--- src/logic/sps_pkg.sv ---
package sps_pkg;

   // ==========================================================
   // Sizes and clock
   localparam int unsigned SPS_CLK_MHZ = 250;
   localparam int unsigned SPS_NOUT = 12;
   localparam int unsigned SPS_NMON = 12;
   localparam int unsigned SPS_NCP = 6;
   localparam int unsigned SPS_NTRK = 4;
   localparam int unsigned SPS_TMR_W = 32;
   localparam int unsigned SPS_NREG = 24;

   // ==========================================================
   // Register offsets
   localparam logic [7:0] SPS_A_RST_TMO = 8'h19;
   localparam logic [7:0] SPS_A_DRV_LO = 8'h1F;
   localparam logic [7:0] SPS_A_DRV_HI = 8'h22;
   localparam logic [7:0] SPS_A_SW_EN = 8'h4D;
   localparam logic [7:0] SPS_A_FLT_CFG = 8'h4E;
   localparam logic [7:0] SPS_A_DLY_LO = 8'h50;
   localparam logic [7:0] SPS_A_DLY_HI = 8'h54;
   localparam logic [7:0] SPS_A_MON_LO = 8'h56;
   localparam logic [7:0] SPS_A_MON_HI = 8'h5B;
   localparam logic [7:0] SPS_A_ENS_LO = 8'h5E;
   localparam logic [7:0] SPS_A_ENS_HI = 8'h63;
   localparam logic [7:0] SPS_A_STATUS = 8'h70;

   // Storage indices of the register file
   localparam logic [4:0] SPS_I_RST_TMO = 5'h00;
   localparam logic [4:0] SPS_I_DRV = 5'h01;
   localparam logic [4:0] SPS_I_SW_EN = 5'h05;
   localparam logic [4:0] SPS_I_FLT_CFG = 5'h06;
   localparam logic [4:0] SPS_I_DLY = 5'h07;
   localparam logic [4:0] SPS_I_DLY_TOP = 5'h0B;
   localparam logic [4:0] SPS_I_MON = 5'h0C;
   localparam logic [4:0] SPS_I_ENS = 5'h12;

   // ==========================================================
   // Fields
   localparam logic [7:0] SPS_REG_RST = 8'h00;
   localparam logic [7:0] SPS_DRV_HI_MASK = 8'h3F;
   localparam int unsigned SPS_RST_TMO_LSB = 4;
   localparam int unsigned SPS_SW_DIS_BIT = 0;
   localparam int unsigned SPS_PU_FLT_LSB = 0;
   localparam int unsigned SPS_REV_BIT = 4;
   localparam int unsigned SPS_DLY12_LSB = 5;
   localparam int unsigned SPS_DLY_W = 3;
   localparam int unsigned SPS_CODE_W = 4;
   localparam int unsigned SPS_DRV6_W = 3;
   localparam int unsigned SPS_DRV_LO_W = 2;
   localparam int unsigned SPS_DRV_POL_BIT = 0;
   localparam int unsigned SPS_DRV_PP_BIT = 1;
   localparam int unsigned SPS_ST_SLOT_LSB = 0;
   localparam int unsigned SPS_ST_PG_BIT = 4;
   localparam int unsigned SPS_ST_FLT_BIT = 5;
   localparam int unsigned SPS_ST_DOWN_BIT = 6;
   localparam int unsigned SPS_ST_RSTN_BIT = 7;

   // Slot numbers and slot codes
   localparam logic [3:0] SPS_SLOT_FIRST = 4'h0;
   localparam logic [3:0] SPS_SLOT_LAST_OUT = 4'hB;
   localparam logic [3:0] SPS_SLOT_LAST = 4'hC;
   localparam logic [3:0] SPS_CODE_NONE = 4'h0;
   localparam logic [3:0] SPS_CODE_MAX = 4'hC;

   typedef enum logic [2:0] {
      SPS_DRV_OD_LO = 3'h0,
      SPS_DRV_OD_HI = 3'h1,
      SPS_DRV_PP_LO = 3'h2,
      SPS_DRV_PP_HI = 3'h3,
      SPS_DRV_TRK = 3'h4,
      SPS_DRV_CP = 3'h5
   } sps_drv_t;

   typedef enum logic [4:0] {
      SPS_ST_OFF = 5'h01,
      SPS_ST_SLOT = 5'h02,
      SPS_ST_ON = 5'h04,
      SPS_ST_FAULT = 5'h08,
      SPS_ST_DOWN = 5'h10
   } sps_state_t;

   // ==========================================================
   // Times in microseconds and their cycle counts
   typedef int unsigned sps_tbl8_t [8];
   typedef int unsigned sps_tbl4_t [4];

   localparam sps_tbl8_t SPS_SEQ_DLY_US =
      '{20, 12500, 25000, 50000, 100000, 200000, 400000, 1600000};
   localparam sps_tbl4_t SPS_PU_FLT_US = '{25000, 50000, 100000, 200000};
   localparam sps_tbl8_t SPS_RST_TMO_US =
      '{25, 1500, 2500, 5000, 20000, 80000, 160000, 640000};

   // Cycles per microsecond equal the clock rate in MHz
   function automatic int unsigned sps_cyc(int unsigned us);
      int unsigned c;
      c = us * SPS_CLK_MHZ;
      return (c == 0) ? 1 : c;
   endfunction

   function automatic sps_tbl8_t sps_cyc8(sps_tbl8_t us);
      sps_tbl8_t r;
      for (int i = 0; i < 8; i++) begin
         r[i] = sps_cyc(us[i]);
      end
      return r;
   endfunction

   function automatic sps_tbl4_t sps_cyc4(sps_tbl4_t us);
      sps_tbl4_t r;
      for (int i = 0; i < 4; i++) begin
         r[i] = sps_cyc(us[i]);
      end
      return r;
   endfunction

endpackage

--- src/logic/sps_tmr_if.sv ---
`timescale 1ns/1ps
interface sps_tmr_if #(parameter int unsigned W = 32);
   logic load;
   logic [W-1:0] value;
   logic done;
   modport ctl (output load, output value, input done);
   modport tmr (input load, input value, output done);
endinterface

--- src/logic/sps_timer.sv ---
`timescale 1ns/1ps
module sps_timer #(
   parameter int unsigned W = 32
) (
   // Clock and control
   input wire logic clk_sys,
   input wire logic reset,
   input wire logic ce,
   // Timer port
   sps_tmr_if.tmr t
);
   localparam logic [W-1:0] ONE = W'(1);
   logic [W-1:0] cnt;

   // Done stays high until the next load, so late readers still see it
   always_ff @(posedge clk_sys) begin
      if (reset) begin
         cnt <= '0;
         t.done <= 1'h0;
      end else if (ce) begin
         if (t.load) begin
            cnt <= t.value;
            t.done <= 1'h0;
         end else if (cnt > ONE) begin
            cnt <= cnt - ONE;
         end else if (cnt == ONE) begin
            cnt <= '0;
            t.done <= 1'h1;
         end
      end
   end
endmodule

--- src/logic/sps_en_drive.sv ---
`timescale 1ns/1ps
module sps_en_drive
   import sps_pkg::*;
#(
   parameter bit HAS_CP = 1'h0,
   parameter bit HAS_TRK = 1'h0
) (
   // Clock and control
   input wire logic clk_sys,
   input wire logic reset,
   input wire logic ce,
   input wire logic supply_ok,
   // Request and mode
   input wire logic on,
   input wire logic [2:0] mode,
   // Pin and analog drive enables
   output logic pin_o,
   output logic pin_oe_n,
   output logic pump_en,
   output logic trk_en
);
   logic next_o;
   logic next_oe_n;
   logic next_pump;
   logic next_trk;
   logic lvl;

   always_comb begin
      next_o = 1'h0;
      next_oe_n = 1'h1;
      next_pump = 1'h0;
      next_trk = 1'h0;
      lvl = ~(on ^ mode[SPS_DRV_POL_BIT]);
      if (supply_ok) begin
         unique case (mode)
            SPS_DRV_OD_LO, SPS_DRV_OD_HI, SPS_DRV_PP_LO, SPS_DRV_PP_HI: begin
               next_o = lvl;
               next_oe_n = mode[SPS_DRV_PP_BIT] ? 1'h0 : lvl;
            end
            SPS_DRV_TRK: begin
               next_trk = HAS_TRK & on;
            end
            SPS_DRV_CP: begin
               next_pump = HAS_CP & on;
            end
            default: begin
               next_oe_n = 1'h1;
            end
         endcase
      end
   end

   always_ff @(posedge clk_sys) begin
      if (reset) begin
         pin_o <= 1'h0;
         pin_oe_n <= 1'h1;
         pump_en <= 1'h0;
         trk_en <= 1'h0;
      end else if (ce) begin
         pin_o <= next_o;
         pin_oe_n <= next_oe_n;
         pump_en <= next_pump;
         trk_en <= next_trk;
      end
   end
endmodule

--- src/logic/sps_sequencer.sv ---
`timescale 1ns/1ps
module sps_sequencer
   import sps_pkg::*;
#(
   parameter sps_tbl8_t SEQ_DLY_CYC = sps_cyc8(SPS_SEQ_DLY_US),
   parameter sps_tbl4_t PU_FLT_CYC = sps_cyc4(SPS_PU_FLT_US),
   parameter sps_tbl8_t RST_TMO_CYC = sps_cyc8(SPS_RST_TMO_US)
) (
   // Clock, reset and clock enable
   input wire logic clk_sys,
   input wire logic reset,
   input wire logic ce,
   // Supply and enable sensing
   input wire logic supply_ok,
   input wire logic en_pin_ok,
   input wire logic [SPS_NMON-1:0] rail_monitor_input,
   // Register port
   input wire logic [7:0] reg_addr,
   input wire logic reg_wr,
   input wire logic reg_rd,
   input wire logic [7:0] reg_wdata,
   output logic [7:0] reg_rdata,
   // Enable outputs
   output logic [SPS_NOUT-1:0] en_out,
   output logic [SPS_NOUT-1:0] en_out_oe_n,
   output logic [SPS_NCP-1:0] pump_en,
   output logic [SPS_NTRK-1:0] trk_en,
   // Status
   output logic reset_out_n,
   output logic power_good,
   output logic seq_fault
);

   // ==========================================================
   // Register file
   logic [7:0] cfg [SPS_NREG];
   logic hit;
   logic [4:0] idx;

   always_comb begin
      hit = 1'h1;
      idx = SPS_I_RST_TMO;
      if (reg_addr == SPS_A_RST_TMO) begin
         idx = SPS_I_RST_TMO;
      end else if (reg_addr >= SPS_A_DRV_LO && reg_addr <= SPS_A_DRV_HI) begin
         idx = SPS_I_DRV + 5'(reg_addr - SPS_A_DRV_LO);
      end else if (reg_addr == SPS_A_SW_EN) begin
         idx = SPS_I_SW_EN;
      end else if (reg_addr == SPS_A_FLT_CFG) begin
         idx = SPS_I_FLT_CFG;
      end else if (reg_addr >= SPS_A_DLY_LO && reg_addr <= SPS_A_DLY_HI) begin
         idx = SPS_I_DLY + 5'(reg_addr - SPS_A_DLY_LO);
      end else if (reg_addr >= SPS_A_MON_LO && reg_addr <= SPS_A_MON_HI) begin
         idx = SPS_I_MON + 5'(reg_addr - SPS_A_MON_LO);
      end else if (reg_addr >= SPS_A_ENS_LO && reg_addr <= SPS_A_ENS_HI) begin
         idx = SPS_I_ENS + 5'(reg_addr - SPS_A_ENS_LO);
      end else begin
         hit = 1'h0;
      end
   end

   always_ff @(posedge clk_sys) begin
      if (reset) begin
         for (int i = 0; i < SPS_NREG; i++) begin
            cfg[i] <= SPS_REG_RST;
         end
      end else if (ce && reg_wr && hit) begin
         // reserved top bits held at zero
         if (reg_addr == SPS_A_DRV_HI) begin
            cfg[idx] <= reg_wdata & SPS_DRV_HI_MASK;
         end else begin
            cfg[idx] <= reg_wdata;
         end
      end
   end

   // ==========================================================
   // Configuration decode
   logic [31:0] drv_bits;
   logic [39:0] dly_bits;
   logic [47:0] mon_bits;
   logic [47:0] ens_bits;
   logic [SPS_DLY_W-1:0] slot_dly [13];
   logic [SPS_CODE_W-1:0] out_code [SPS_NOUT];
   logic [SPS_CODE_W-1:0] mon_code [SPS_NMON];
   logic [2:0] drv_mode [SPS_NOUT];
   logic sw_dis;
   logic rev_mode;
   logic [1:0] pu_flt_sel;
   logic [2:0] rst_sel;

   always_comb begin
      drv_bits = {cfg[SPS_I_DRV + 5'h03], cfg[SPS_I_DRV + 5'h02],
                  cfg[SPS_I_DRV + 5'h01], cfg[SPS_I_DRV]};
      dly_bits = {cfg[SPS_I_DLY + 5'h04], cfg[SPS_I_DLY + 5'h03],
                  cfg[SPS_I_DLY + 5'h02], cfg[SPS_I_DLY + 5'h01], cfg[SPS_I_DLY]};
      mon_bits = {cfg[SPS_I_MON + 5'h05], cfg[SPS_I_MON + 5'h04], cfg[SPS_I_MON + 5'h03],
                  cfg[SPS_I_MON + 5'h02], cfg[SPS_I_MON + 5'h01], cfg[SPS_I_MON]};
      ens_bits = {cfg[SPS_I_ENS + 5'h05], cfg[SPS_I_ENS + 5'h04], cfg[SPS_I_ENS + 5'h03],
                  cfg[SPS_I_ENS + 5'h02], cfg[SPS_I_ENS + 5'h01], cfg[SPS_I_ENS]};
      for (int k = 0; k < 12; k++) begin
         slot_dly[k] = dly_bits[SPS_DLY_W*k +: SPS_DLY_W];
      end
      slot_dly[12] = cfg[SPS_I_DLY_TOP][SPS_DLY12_LSB +: SPS_DLY_W];
      for (int i = 0; i < SPS_NOUT; i++) begin
         out_code[i] = ens_bits[SPS_CODE_W*i +: SPS_CODE_W];
         mon_code[i] = mon_bits[SPS_CODE_W*i +: SPS_CODE_W];
         // wide codes on outputs 1-6, narrow codes beyond
         if (i < SPS_NCP) begin
            drv_mode[i] = drv_bits[SPS_DRV6_W*i +: SPS_DRV6_W];
         end else begin
            drv_mode[i] = {1'h0, drv_bits[SPS_DRV6_W*SPS_NCP + SPS_DRV_LO_W*(i-SPS_NCP)
                                          +: SPS_DRV_LO_W]};
         end
      end
      sw_dis = cfg[SPS_I_SW_EN][SPS_SW_DIS_BIT];
      rev_mode = cfg[SPS_I_DLY_TOP][SPS_REV_BIT];
      pu_flt_sel = cfg[SPS_I_FLT_CFG][SPS_PU_FLT_LSB +: 2];
      rst_sel = cfg[SPS_I_RST_TMO][SPS_RST_TMO_LSB +: 3];
   end

   // ==========================================================
   // Slot membership
   sps_state_t state;
   sps_state_t next_state;
   logic [3:0] slot;
   logic [3:0] next_slot;
   logic [3:0] act_slot;
   logic [SPS_NOUT-1:0] act_mask;
   logic [SPS_NMON-1:0] mon_mask;
   logic pass;
   logic pass_seen;
   logic pass_ok;

   always_comb begin
      for (int i = 0; i < SPS_NOUT; i++) begin
         // output code n means slot n-1
         act_mask[i] = out_code[i] != SPS_CODE_NONE && out_code[i] <= SPS_CODE_MAX
                       && (out_code[i] - 4'h1) == act_slot;
      end
      for (int j = 0; j < SPS_NMON; j++) begin
         // monitor code n means slot n; slot 0 checks none
         mon_mask[j] = mon_code[j] == slot && slot != SPS_SLOT_FIRST;
      end
   end

   assign pass = &(rail_monitor_input | ~mon_mask);
   assign pass_ok = pass | pass_seen;

   // ==========================================================
   // Timers
   sps_tmr_if #(.W(SPS_TMR_W)) seq_t ();
   sps_tmr_if #(.W(SPS_TMR_W)) flt_t ();
   sps_tmr_if #(.W(SPS_TMR_W)) rst_t ();

   sps_timer #(.W(SPS_TMR_W)) u_seq_tmr (
      .clk_sys(clk_sys), .reset(reset), .ce(ce), .t(seq_t.tmr));
   sps_timer #(.W(SPS_TMR_W)) u_flt_tmr (
      .clk_sys(clk_sys), .reset(reset), .ce(ce), .t(flt_t.tmr));
   sps_timer #(.W(SPS_TMR_W)) u_rst_tmr (
      .clk_sys(clk_sys), .reset(reset), .ce(ce), .t(rst_t.tmr));

   // delay of the slot being entered
   assign seq_t.value = SEQ_DLY_CYC[slot_dly[next_slot]];
   assign flt_t.value = PU_FLT_CYC[pu_flt_sel];
   assign rst_t.value = RST_TMO_CYC[rst_sel];
   assign flt_t.load = seq_t.load;
   // first slot 12 pass starts the reset timeout
   assign rst_t.load = state == SPS_ST_SLOT && slot == SPS_SLOT_LAST && pass && !pass_seen;

   // ==========================================================
   // Sequencer state machine
   logic pdn_req;
   logic set_on;
   logic clr_on;
   logic clr_all;
   logic set_fault;

   // enable pin low or software bit set
   assign pdn_req = !en_pin_ok || sw_dis;

   always_comb begin
      next_state = state;
      next_slot = slot;
      act_slot = slot;
      seq_t.load = 1'h0;
      set_on = 1'h0;
      clr_on = 1'h0;
      clr_all = 1'h0;
      set_fault = 1'h0;
      unique case (state)
         SPS_ST_OFF: begin
            // slot 0 waits for pin and bit
            if (!pdn_req) begin
               next_state = SPS_ST_SLOT;
               next_slot = SPS_SLOT_FIRST;
               act_slot = SPS_SLOT_FIRST;
               seq_t.load = 1'h1;
               // slot 0 outputs before its delay
               set_on = 1'h1;
            end
         end
         SPS_ST_SLOT: begin
            if (pdn_req) begin
               next_state = SPS_ST_DOWN;
            end else if (seq_t.done && pass_ok) begin
               // slot 1-11 outputs at slot end
               set_on = slot != SPS_SLOT_FIRST && slot != SPS_SLOT_LAST;
               if (slot == SPS_SLOT_LAST) begin
                  next_state = SPS_ST_ON;
               end else begin
                  next_slot = slot + 4'h1;
                  seq_t.load = 1'h1;
               end
            end else if (flt_t.done && !pass_ok) begin
               next_state = SPS_ST_FAULT;
               set_fault = 1'h1;
            end
         end
         SPS_ST_ON, SPS_ST_FAULT: begin
            if (pdn_req) begin
               next_state = SPS_ST_DOWN;
            end
         end
         SPS_ST_DOWN: begin
            if (seq_t.done) begin
               if (slot == SPS_SLOT_FIRST) begin
                  next_state = SPS_ST_OFF;
               end else begin
                  next_slot = slot - 4'h1;
                  act_slot = next_slot;
                  clr_on = 1'h1;
                  seq_t.load = 1'h1;
               end
            end
         end
         default: begin
            next_state = SPS_ST_OFF;
            clr_all = 1'h1;
         end
      endcase
      // Common power-down entry
      if (state != SPS_ST_DOWN && next_state == SPS_ST_DOWN) begin
         set_on = 1'h0;
         if (rev_mode) begin
            next_slot = SPS_SLOT_LAST_OUT;
            act_slot = SPS_SLOT_LAST_OUT;
            clr_on = 1'h1;
            seq_t.load = 1'h1;
         end else begin
            next_state = SPS_ST_OFF;
            next_slot = SPS_SLOT_FIRST;
            clr_all = 1'h1;
         end
      end
   end

   always_ff @(posedge clk_sys) begin
      if (reset) begin
         state <= SPS_ST_OFF;
         slot <= SPS_SLOT_FIRST;
      end else if (ce) begin
         state <= next_state;
         slot <= next_slot;
      end
   end

   // pass may come any time inside the window
   always_ff @(posedge clk_sys) begin
      if (reset) begin
         pass_seen <= 1'h0;
      end else if (ce) begin
         if (seq_t.load) begin
            pass_seen <= 1'h0;
         end else if (state == SPS_ST_SLOT && pass) begin
            pass_seen <= 1'h1;
         end
      end
   end

   // ==========================================================
   // Output requests
   logic [SPS_NOUT-1:0] on;

   always_ff @(posedge clk_sys) begin
      if (reset) begin
         on <= '0;
      end else if (ce) begin
         if (clr_all) begin
            on <= '0;
         end else if (set_on) begin
            // shared slot asserts in one cycle
            on <= on | act_mask;
         end else if (clr_on) begin
            on <= on & ~act_mask;
         end
      end
   end

   logic [SPS_NOUT-1:0] pump_all;
   logic [SPS_NOUT-1:0] trk_all;

   for (genvar g = 0; g < SPS_NOUT; g++) begin : g_drv
      sps_en_drive #(
         .HAS_CP(g < SPS_NCP),
         .HAS_TRK(g < SPS_NTRK)
      ) u_drv (
         .clk_sys(clk_sys),
         .reset(reset),
         .ce(ce),
         .supply_ok(supply_ok),
         .on(on[g]),
         .mode(drv_mode[g]),
         .pin_o(en_out[g]),
         .pin_oe_n(en_out_oe_n[g]),
         .pump_en(pump_all[g]),
         .trk_en(trk_all[g])
      );
   end

   assign pump_en = pump_all[SPS_NCP-1:0];
   assign trk_en = trk_all[SPS_NTRK-1:0];

   // ==========================================================
   // Status outputs
   always_ff @(posedge clk_sys) begin
      if (reset) begin
         reset_out_n <= 1'h0;
         power_good <= 1'h0;
         seq_fault <= 1'h0;
      end else if (ce) begin
         // release only after this run's timeout
         reset_out_n <= rst_t.done && pass_seen && next_state != SPS_ST_DOWN
                        && next_state != SPS_ST_OFF
                        && (state == SPS_ST_ON
                            || (state == SPS_ST_SLOT && slot == SPS_SLOT_LAST));
         power_good <= next_state == SPS_ST_ON;
         // fault flag held until the next start
         if (set_fault) begin
            seq_fault <= 1'h1;
         end else if (state == SPS_ST_OFF && next_state == SPS_ST_SLOT) begin
            seq_fault <= 1'h0;
         end
      end
   end

   always_ff @(posedge clk_sys) begin
      if (reset) begin
         reg_rdata <= 8'h00;
      end else if (ce && reg_rd) begin
         if (reg_addr == SPS_A_STATUS) begin
            reg_rdata <= 8'h00;
            reg_rdata[SPS_ST_SLOT_LSB +: 4] <= slot;
            reg_rdata[SPS_ST_PG_BIT] <= power_good;
            reg_rdata[SPS_ST_FLT_BIT] <= seq_fault;
            reg_rdata[SPS_ST_DOWN_BIT] <= state == SPS_ST_DOWN;
            reg_rdata[SPS_ST_RSTN_BIT] <= reset_out_n;
         end else if (hit) begin
            reg_rdata <= cfg[idx];
         end else begin
            reg_rdata <= 8'h00;
         end
      end
   end

endmodule

--- config.mk ---
export PLATFORM = sky130hd
export DESIGN_NAME = sps_sequencer
export DESIGN_NICKNAME = d
export VERILOG_FILES = /design/src/logic/sps_pkg.sv /design/src/logic/sps_tmr_if.sv /design/src/logic/sps_timer.sv /design/src/logic/sps_en_drive.sv /design/src/logic/sps_sequencer.sv
export SDC_FILE = /design/constraint.sdc
export NUM_CORES = 1
export LEC_CHECK = 0
export BUFFER_PORTS_ARGS = -buffer_cell sky130_fd_sc_hd__buf_2
export CELL_PAD_IN_SITES_DETAIL_PLACEMENT = 0
export CELL_PAD_IN_SITES_GLOBAL_PLACEMENT = 1
export CORE_ASPECT_RATIO = 0.6
export CORE_MARGIN = 2
export CORE_UTILIZATION = 44
export CTS_CLUSTER_SIZE = 40
export DETAILED_ROUTE_END_ITERATION = 6
export PLACE_DENSITY_LB_ADDON = 0.25
export SLEW_MARGIN = 30
export SYNTH_ARGS = -nofsm -noshare
export SYNTH_HDL_FRONTEND = slang
export SYNTH_SLANG_ARGS = --single-unit
--- constraint.sdc ---
create_clock -name clk_sys -period 4.4 [get_ports clk_sys]
set_input_delay 0 -clock clk_sys [delete_from_list [all_inputs] [get_ports clk_sys]]
set_output_delay 0 -clock clk_sys [all_outputs]
set_load 0.01 [all_outputs]
==> results of run 1 <==
## repair_timing
item                                    CTS  global route
endpoints found under the setup margin    0            22
hold endpoints to repair                 18             0
setup buffers                             0            15
hold buffers                              3             0
resized for setup                         0            24
## sequential cells by signal, indices dropped and copies added, names as in the netlist, 4 cells and up
| signal | count |
|---|---|
| reg_rdata | 8 |
| u_flt_tmr.cnt | 32 |
| cfg | 256 |
| state | 5 |
| on | 12 |
| g_drv.u_drv.pump_en | 6 |
| g_drv.u_drv.pin_oe_n | 12 |
| u_seq_tmr.cnt | 32 |
| g_drv.u_drv.pin_o | 12 |
| u_rst_tmr.cnt | 32 |
| g_drv.u_drv.trk_en | 4 |
| slot | 4 |
## cell families after synthesis
| logic type | after synthesis |
|---|---|
| buffers and inverters | 295 |
| AND/OR/NAND/NOR | 1255 |
| AO/OA/AOI/OAI | 652 |
| XOR/XNOR | 138 |
| multiplexers | 33 |
| adder cells (fa/ha/maj) | 52 |
| flip-flops | 422 |
## power groups by stage
stage          Combinational, W  Sequential, W  Clock (W)
6_report                0.00296        0.00474    0.00384
5_1_grt                 0.00325        0.00477    0.00404
4_1_cts                 0.00285        0.00473    0.00388
3_5_place_dp            0.00283        0.00481          0
3_3_place_gp            0.00280        0.00480          0
2_1_floorplan           0.00198        0.00471          0
## cell usage in the layout, fill, tap and decap left out, drive strengths merged, types with 52 or more instances in the layout
master and n:
nand2 383, o21ai 155, nand3 86, inv 86
ha 52, buf 271, dfxtp 166, clkbuf 57
and2 166, edfxtp 256, a21oi 145, nor2 296
xnor2 96, nor3 99
## through the flow
stage	hold WS, ps	TNS (ps)	std cells
2_1_floorplan	98.9	0	2847
3_5_place_dp	418	0	3649
4_1_cts	30.2	0	3734
3_3_place_gp	417	0	3649
5_1_grt	101	-134	3750
6_report	61.2	0	3750
## path summary, 6_finish.rpt
kind                       endpoint  slack [ps]  cells past startpoint
hold / removal            seq_fault          60                      5
hold reg to reg   u_seq_tmr.cnt[31]         450                      2
setup reg to reg  u_seq_tmr.cnt[13]         100                     19
setup / recovery  u_seq_tmr.cnt[13]         100                     19
## final cells by class
| class | count | area [µm²] | share of cell area, % |
|---|---|---|---|
| inverters | 82 | 308 | 1.08 |
| diodes | 1 | 2.50 | 0.00878 |
| clock buffers | 57 | 1210 | 4.26 |
| repair buffers | 274 | 2060 | 7.24 |
| well taps | 759 | 950 | 3.33 |
| multi-input cells | 2130 | 12700 | 44.6 |
| flip-flops and latches | 422 | 11000 | 38.6 |
| clock inverters | 25 | 241 | 0.847 |
## worst max-delay path: stages, from the launching register on
cell and delay, ps:
dfxtp_2 350, inv_1 60, ha_1 180, nor3b_2 180, buf_6 150, o41ai_4 360
o31ai_4 140, o32a_1 320, a41oi_2 280, a211oi_4 100, buf_6 170, buf_4 150
nand2_1 70, mux2i_1 70, a21o_1 190, a221o_1 390, ha_2 210, o31a_1 110
or4b_4 550, a311oi_2 200
## per-layer routing
| layer | global-route usage (%) | share of wire [%] | vias to the layer above |
|---|---|---|---|
| met2 | 39.9 | 39 | 1201 |
| met4 | 5.31 | 1.5 | 0 |
| met1 | 47.6 | 48 | 11200 |
| met3 | 6.81 | 11 | 107 |
| met5 | 0 | 0 | - |
| li1 | - | - | 10500 |
==> run metrics, run 1 <==
status=completed; Crit Path Class=register to register; crit path max fanout=6; global-route wire length before repair=133,000 µm; final RePlAce weighted congestion=~1; final worst setup slack=around 100 ps; die span in x=311 µm; Setup Skew=36.5 ps; Clk pwr share=approximately a third; cts bufs inserted=between 40 and 50; CTS H-tree lvls=2; CP Capture Type=register; Final #Nets=3,041; Clock Sinks=422; Clock transition at path regs=about 60 ps; initial antenna violation count=3; worst setup path startpoint=slot[1]; CTS tree=built; Yosys top cell by area=edfxtp_1; First DRT Iteration DRCs=roughly 3,200; Slew @ Worst Pin=1070 ps; Avg WL per Cell=roughly 24 µm; VDD IR max=between 0.0002 and 0.0003 V; Netlist Area Pre-Place=24,800 µm²; Switching Share=roughly 33%; IO Pins=80; Adder-Cell Fraction of Synth Area=between 2 and 3%; main combinational cell family by area after synthesis=simple AND/OR/NAND/NOR gates; top cells by area, synth=edfxtp_1 31%, dfxtp_1 13%, nand2_1 5.8%; maxcap violations=0; Yosys Warn Count=0; vias per inst=6.12; GRT Total Usage=~30%; # setup viols final=0; switching power=0.00381 W; Max Fclk=233 MHz; Vert. Die Dim=188 µm; worst reg2reg startpoint=slot[1]; num rows=between 60 and 70; minimum clock period=around 4300 ps; Seq pwr share=approximately two fifths; HP Class=input pin to register; DRT Pass-1 Iters=6; largest net degree at the start of global routing=61; number of global-route vias before repair=21,000; Overall Power=approximately 0.012 W; register area share after synthesis=around 44%; core area=around 56,000 µm²; total grt overflow=0; fin. max-slew vios=0; Int Pwr=0.00773 W; Hold Violations, Final=0; most frequent cell after synthesis=nand2_1; DRC violations left=0; Async S/R FF share, synth=0%; Static Leak=between 10 and 15 nW; vias after detailed routing=23,000; Worst-Skew Late Latency=roughly 600 ps; area share of xor/xnor cells in the synthesized design=4.87%; Post-Syn Nets=2,934; DP Area=between 20,000 and 30,000 µm²; critical path launch point type=register; Final Instance Area=28,500 µm²; Port Buffer Count=between 70 and 80; Arrival @ worst endpoint=about 4800 ps; Starting Density=approximately 44%; Max-Slew Margin vs Limit=approximately 29%; post-synthesis compound-gate area fraction=17.3%; root buf cell=clkbuf_16; PD cells=roughly 400 nW/µm²; synth unique cells=85; Worst Path Required=~4900 ps; number of synthesized flops with an enable pin=between 200 and 300; synth cell count leaders=383 x nand2_1, 296 x nor2_1, 256 x edfxtp_1; Fillers=about 5,200; Area Overhead vs Synth=14.8%; Clock Path Buffers=3; die footprint=a little under 60,000 µm²; top_reg_cell synth=edfxtp_1; final core occ=between 50% and 60%; Comb power frac=25.7%; Final ANT Viol Nets=0; Post-Syn Instances=approximately 2,800; Worst Hold Launch=en_pin_ok; post-synthesis register bit count=422; mux contribution to synthesized area=~1.4%; post-synthesis simple-gate area fraction=24.4%; DPL Wire Length=64,400 µm; Avg Cell Area, Syn=just under 9 µm²; share of layout cells above drive strength 1=14.1%; DRT Wirelength=89,000 µm; top-area cell type share of the netlist area=between 30% and 40%; fin crit share=a little over nine tenths; pre-CTS setup slack=38.6 ps
No activity file was read; power rests on OpenSTA's default activity.
==> run 2, diff against run 1 <==
Settings changed: CORE_UTILIZATION 44 to 53.
Clock period 4.4 ns to 5 ns, I/O delays scaled along.
==> run 2 against run 1 <==
Net effect:
- the flow now finishes with violations (DRC)
- via count down 1.8%
- sequential power shrank 12%
- worst hold slack worse by 16 ps
- count of clock-buffer cells in the layout is 5 higher
- sequential share of layout area is 1.6 points higher
- critical path depth fell by 5
- combinational power shrank 18%
- routed wire length fell by 6.7%
- register-to-register slack improved by 110 ps
- maximum frequency fell by 10%
- utilization is 8.1 points higher
- highest routed layer is now met5
==> run metrics, run 2 (synthesis gave the netlist of run 1 again) <==
share of layout cells above drive strength 1=between 10% and 20%; total grt overflow=0; largest net degree at the start of global routing=between 70 and 80; busiest grt layer=met1; Worst path slowest cell=or4b_4; root buf cell=clkbuf_16; IO Pins=80; most frequent cells in the layout=382 x nand2_1, 294 x nor2_1, 256 x edfxtp_1; Worst Path Required=between 5000 and 6000 ps; DPL Wire Length=58,800 µm; Setup Skew=approximately 25 ps; CP Cell Sequence=or4b_4 -> o41ai_4 -> o31ai_4 -> o32a_1 -> a41oi_2 -> a211o_2 -> mux2i_1 -> mux2i_1 -> a21o_1 -> a221o_1 -> ha_1 -> o31a_1 -> or4b_4 -> a311oi_2; num rows=between 60 and 70; Max-Slew Margin vs Limit=around 34%; First DRT Iteration DRCs=between 3,000 and 4,000; core area=46,300 µm²; RSZ-0062 raised after global routing=no; Area Overhead vs Synth=10.2%; Vert. Die Dim=between 150 and 200 µm; fin. max-slew vios=0; commonest non-fill, non-tap cell in the layout=nand2_1; final RePlAce weighted congestion=just under 1; Max Fclk=approximately 210 MHz; Final ANT Viol Nets=0; DRT Wirelength=roughly 83,000 µm; Crit Path Class=register to register; Final #Nets=a little under 3,000; minimum clock period=approximately 4800 ps; vias per inst=between 6 and 7; final worst setup slack=~210 ps; Port Buffer Count=slightly below 80; Worst-Skew Late Latency=roughly 600 ps; DRC violations left=4; die span in x=between 200 and 300 µm; # setup viols final=0; Overall Power=0.00991 W; CTS tree=built; crit path max fanout=15; Starting Density=between 50 and 60%; pre-CTS setup slack=~180 ps; # Post-CTS Setup Buffers=0; DP Area=about 26,000 µm²; max FFs per register=256; Clock Sinks=roughly 420; DRT Pass-1 Iters=7; critical path launch point type=register; CTS H-tree lvls=2; PD cells=around 360 nW/µm²; global-route wire length before repair=~120,000 µm; Avg WL per Cell=between 20 and 25 µm; vias after detailed routing=about 23,000; Clock transition at path regs=70 ps; CP Capture Type=register; maxcap violations=0; die footprint=just under 50,000 µm²; Hold Violations, Final=0; cts bufs inserted=43; Top delay family on crit path=compound AO/OA/AOI/OAI gates; Arrival @ worst endpoint=between 5000 and 6000 ps; failing checks=DRC; GRT Total Usage=33.5%; final core occ=between 50% and 60%; fin crit share=a little over nine tenths; CP Buf/Inv Count=0; GR Util met1=about half; final setup TNS=0 ps; Static Leak=between 10 and 15 nW; HP Class=input pin to register; slowest stage delay, CP=approximately 630 ps; Final Instance Area=27,400 µm²; VDD IR max=around 0.00023 V; number of global-route vias before repair=between 20,000 and 25,000; status=finished with violations; global routing usage on met2=between 40 and 50%; Slew @ Worst Pin=approximately 1000 ps; met3 usage=8.51%; initial antenna violation count=4; Top reg by flops=cfg; Clock Path Buffers=3
==> run 2: repair_timing <==
item,in CTS,in global routing
hold endpoints to repair,36,0
hold buffers,2,0
setup endpoints to repair,0,12
resized for setup,0,7
==> run 2: per-layer routing <==
layer	wire (µm)	share of wire [%]	vias up
li1	-	-	10300
met1	37600	45	10800
met2	33300	40	1349
met3	10500	13	135
met4	1650	2.0	2
met5	10	0.012	-
==> run 2: worst reg2reg max path, delay by kind of cell (launching register included) <==
family          cells  cell delay (ps)
compound gates      9             2460
fa+ha+maj           1              280
flops               1              470
mux                 2              320
simple gates        2             1190
==> run 2: per-stage QoR <==
step	hold WS, ps	instances
floorplan	98.9	2847
global placement	416	3439
detailed placement	416	3440
CTS	8.70	3522
global route	53.9	3524
finish	44.8	3527
==> run 2: layout make-up <==
class / instances / area (µm²)
flip-flops and latches: 422 / 11000
well taps: 630 / 788
fillers: 4095 / 18900
repair buffers: 178 / 1190
diodes: 5 / 12.5
inverters: 82 / 308
clock inverters: 18 / 176
multi-input cells: 2130 / 12600
clock buffers: 62 / 1230
==> run 2: worst paths after layout <==
check	depth (start not counted)	end	slack, ps	from
max	14	u_seq_tmr.cnt[13]	210	state[2]
max reg2reg	14	u_seq_tmr.cnt[13]	210	state[2]
min reg2reg	2	u_seq_tmr.cnt[31]	460	u_seq_tmr.cnt[31]
min	4	cfg[20][7]	40	reg_wdata[7]
==> run 2: power by group <==
group	leakage [nW]	total, W	switching [W]	internal (W)
Sequential	3.72	0.00417	0.000247	0.00392
Clock	0.701	0.00332	0.00148	0.00184
Combinational	5.77	0.00243	0.00155	0.000880
Total	10.2	0.00991	0.00328	0.00664
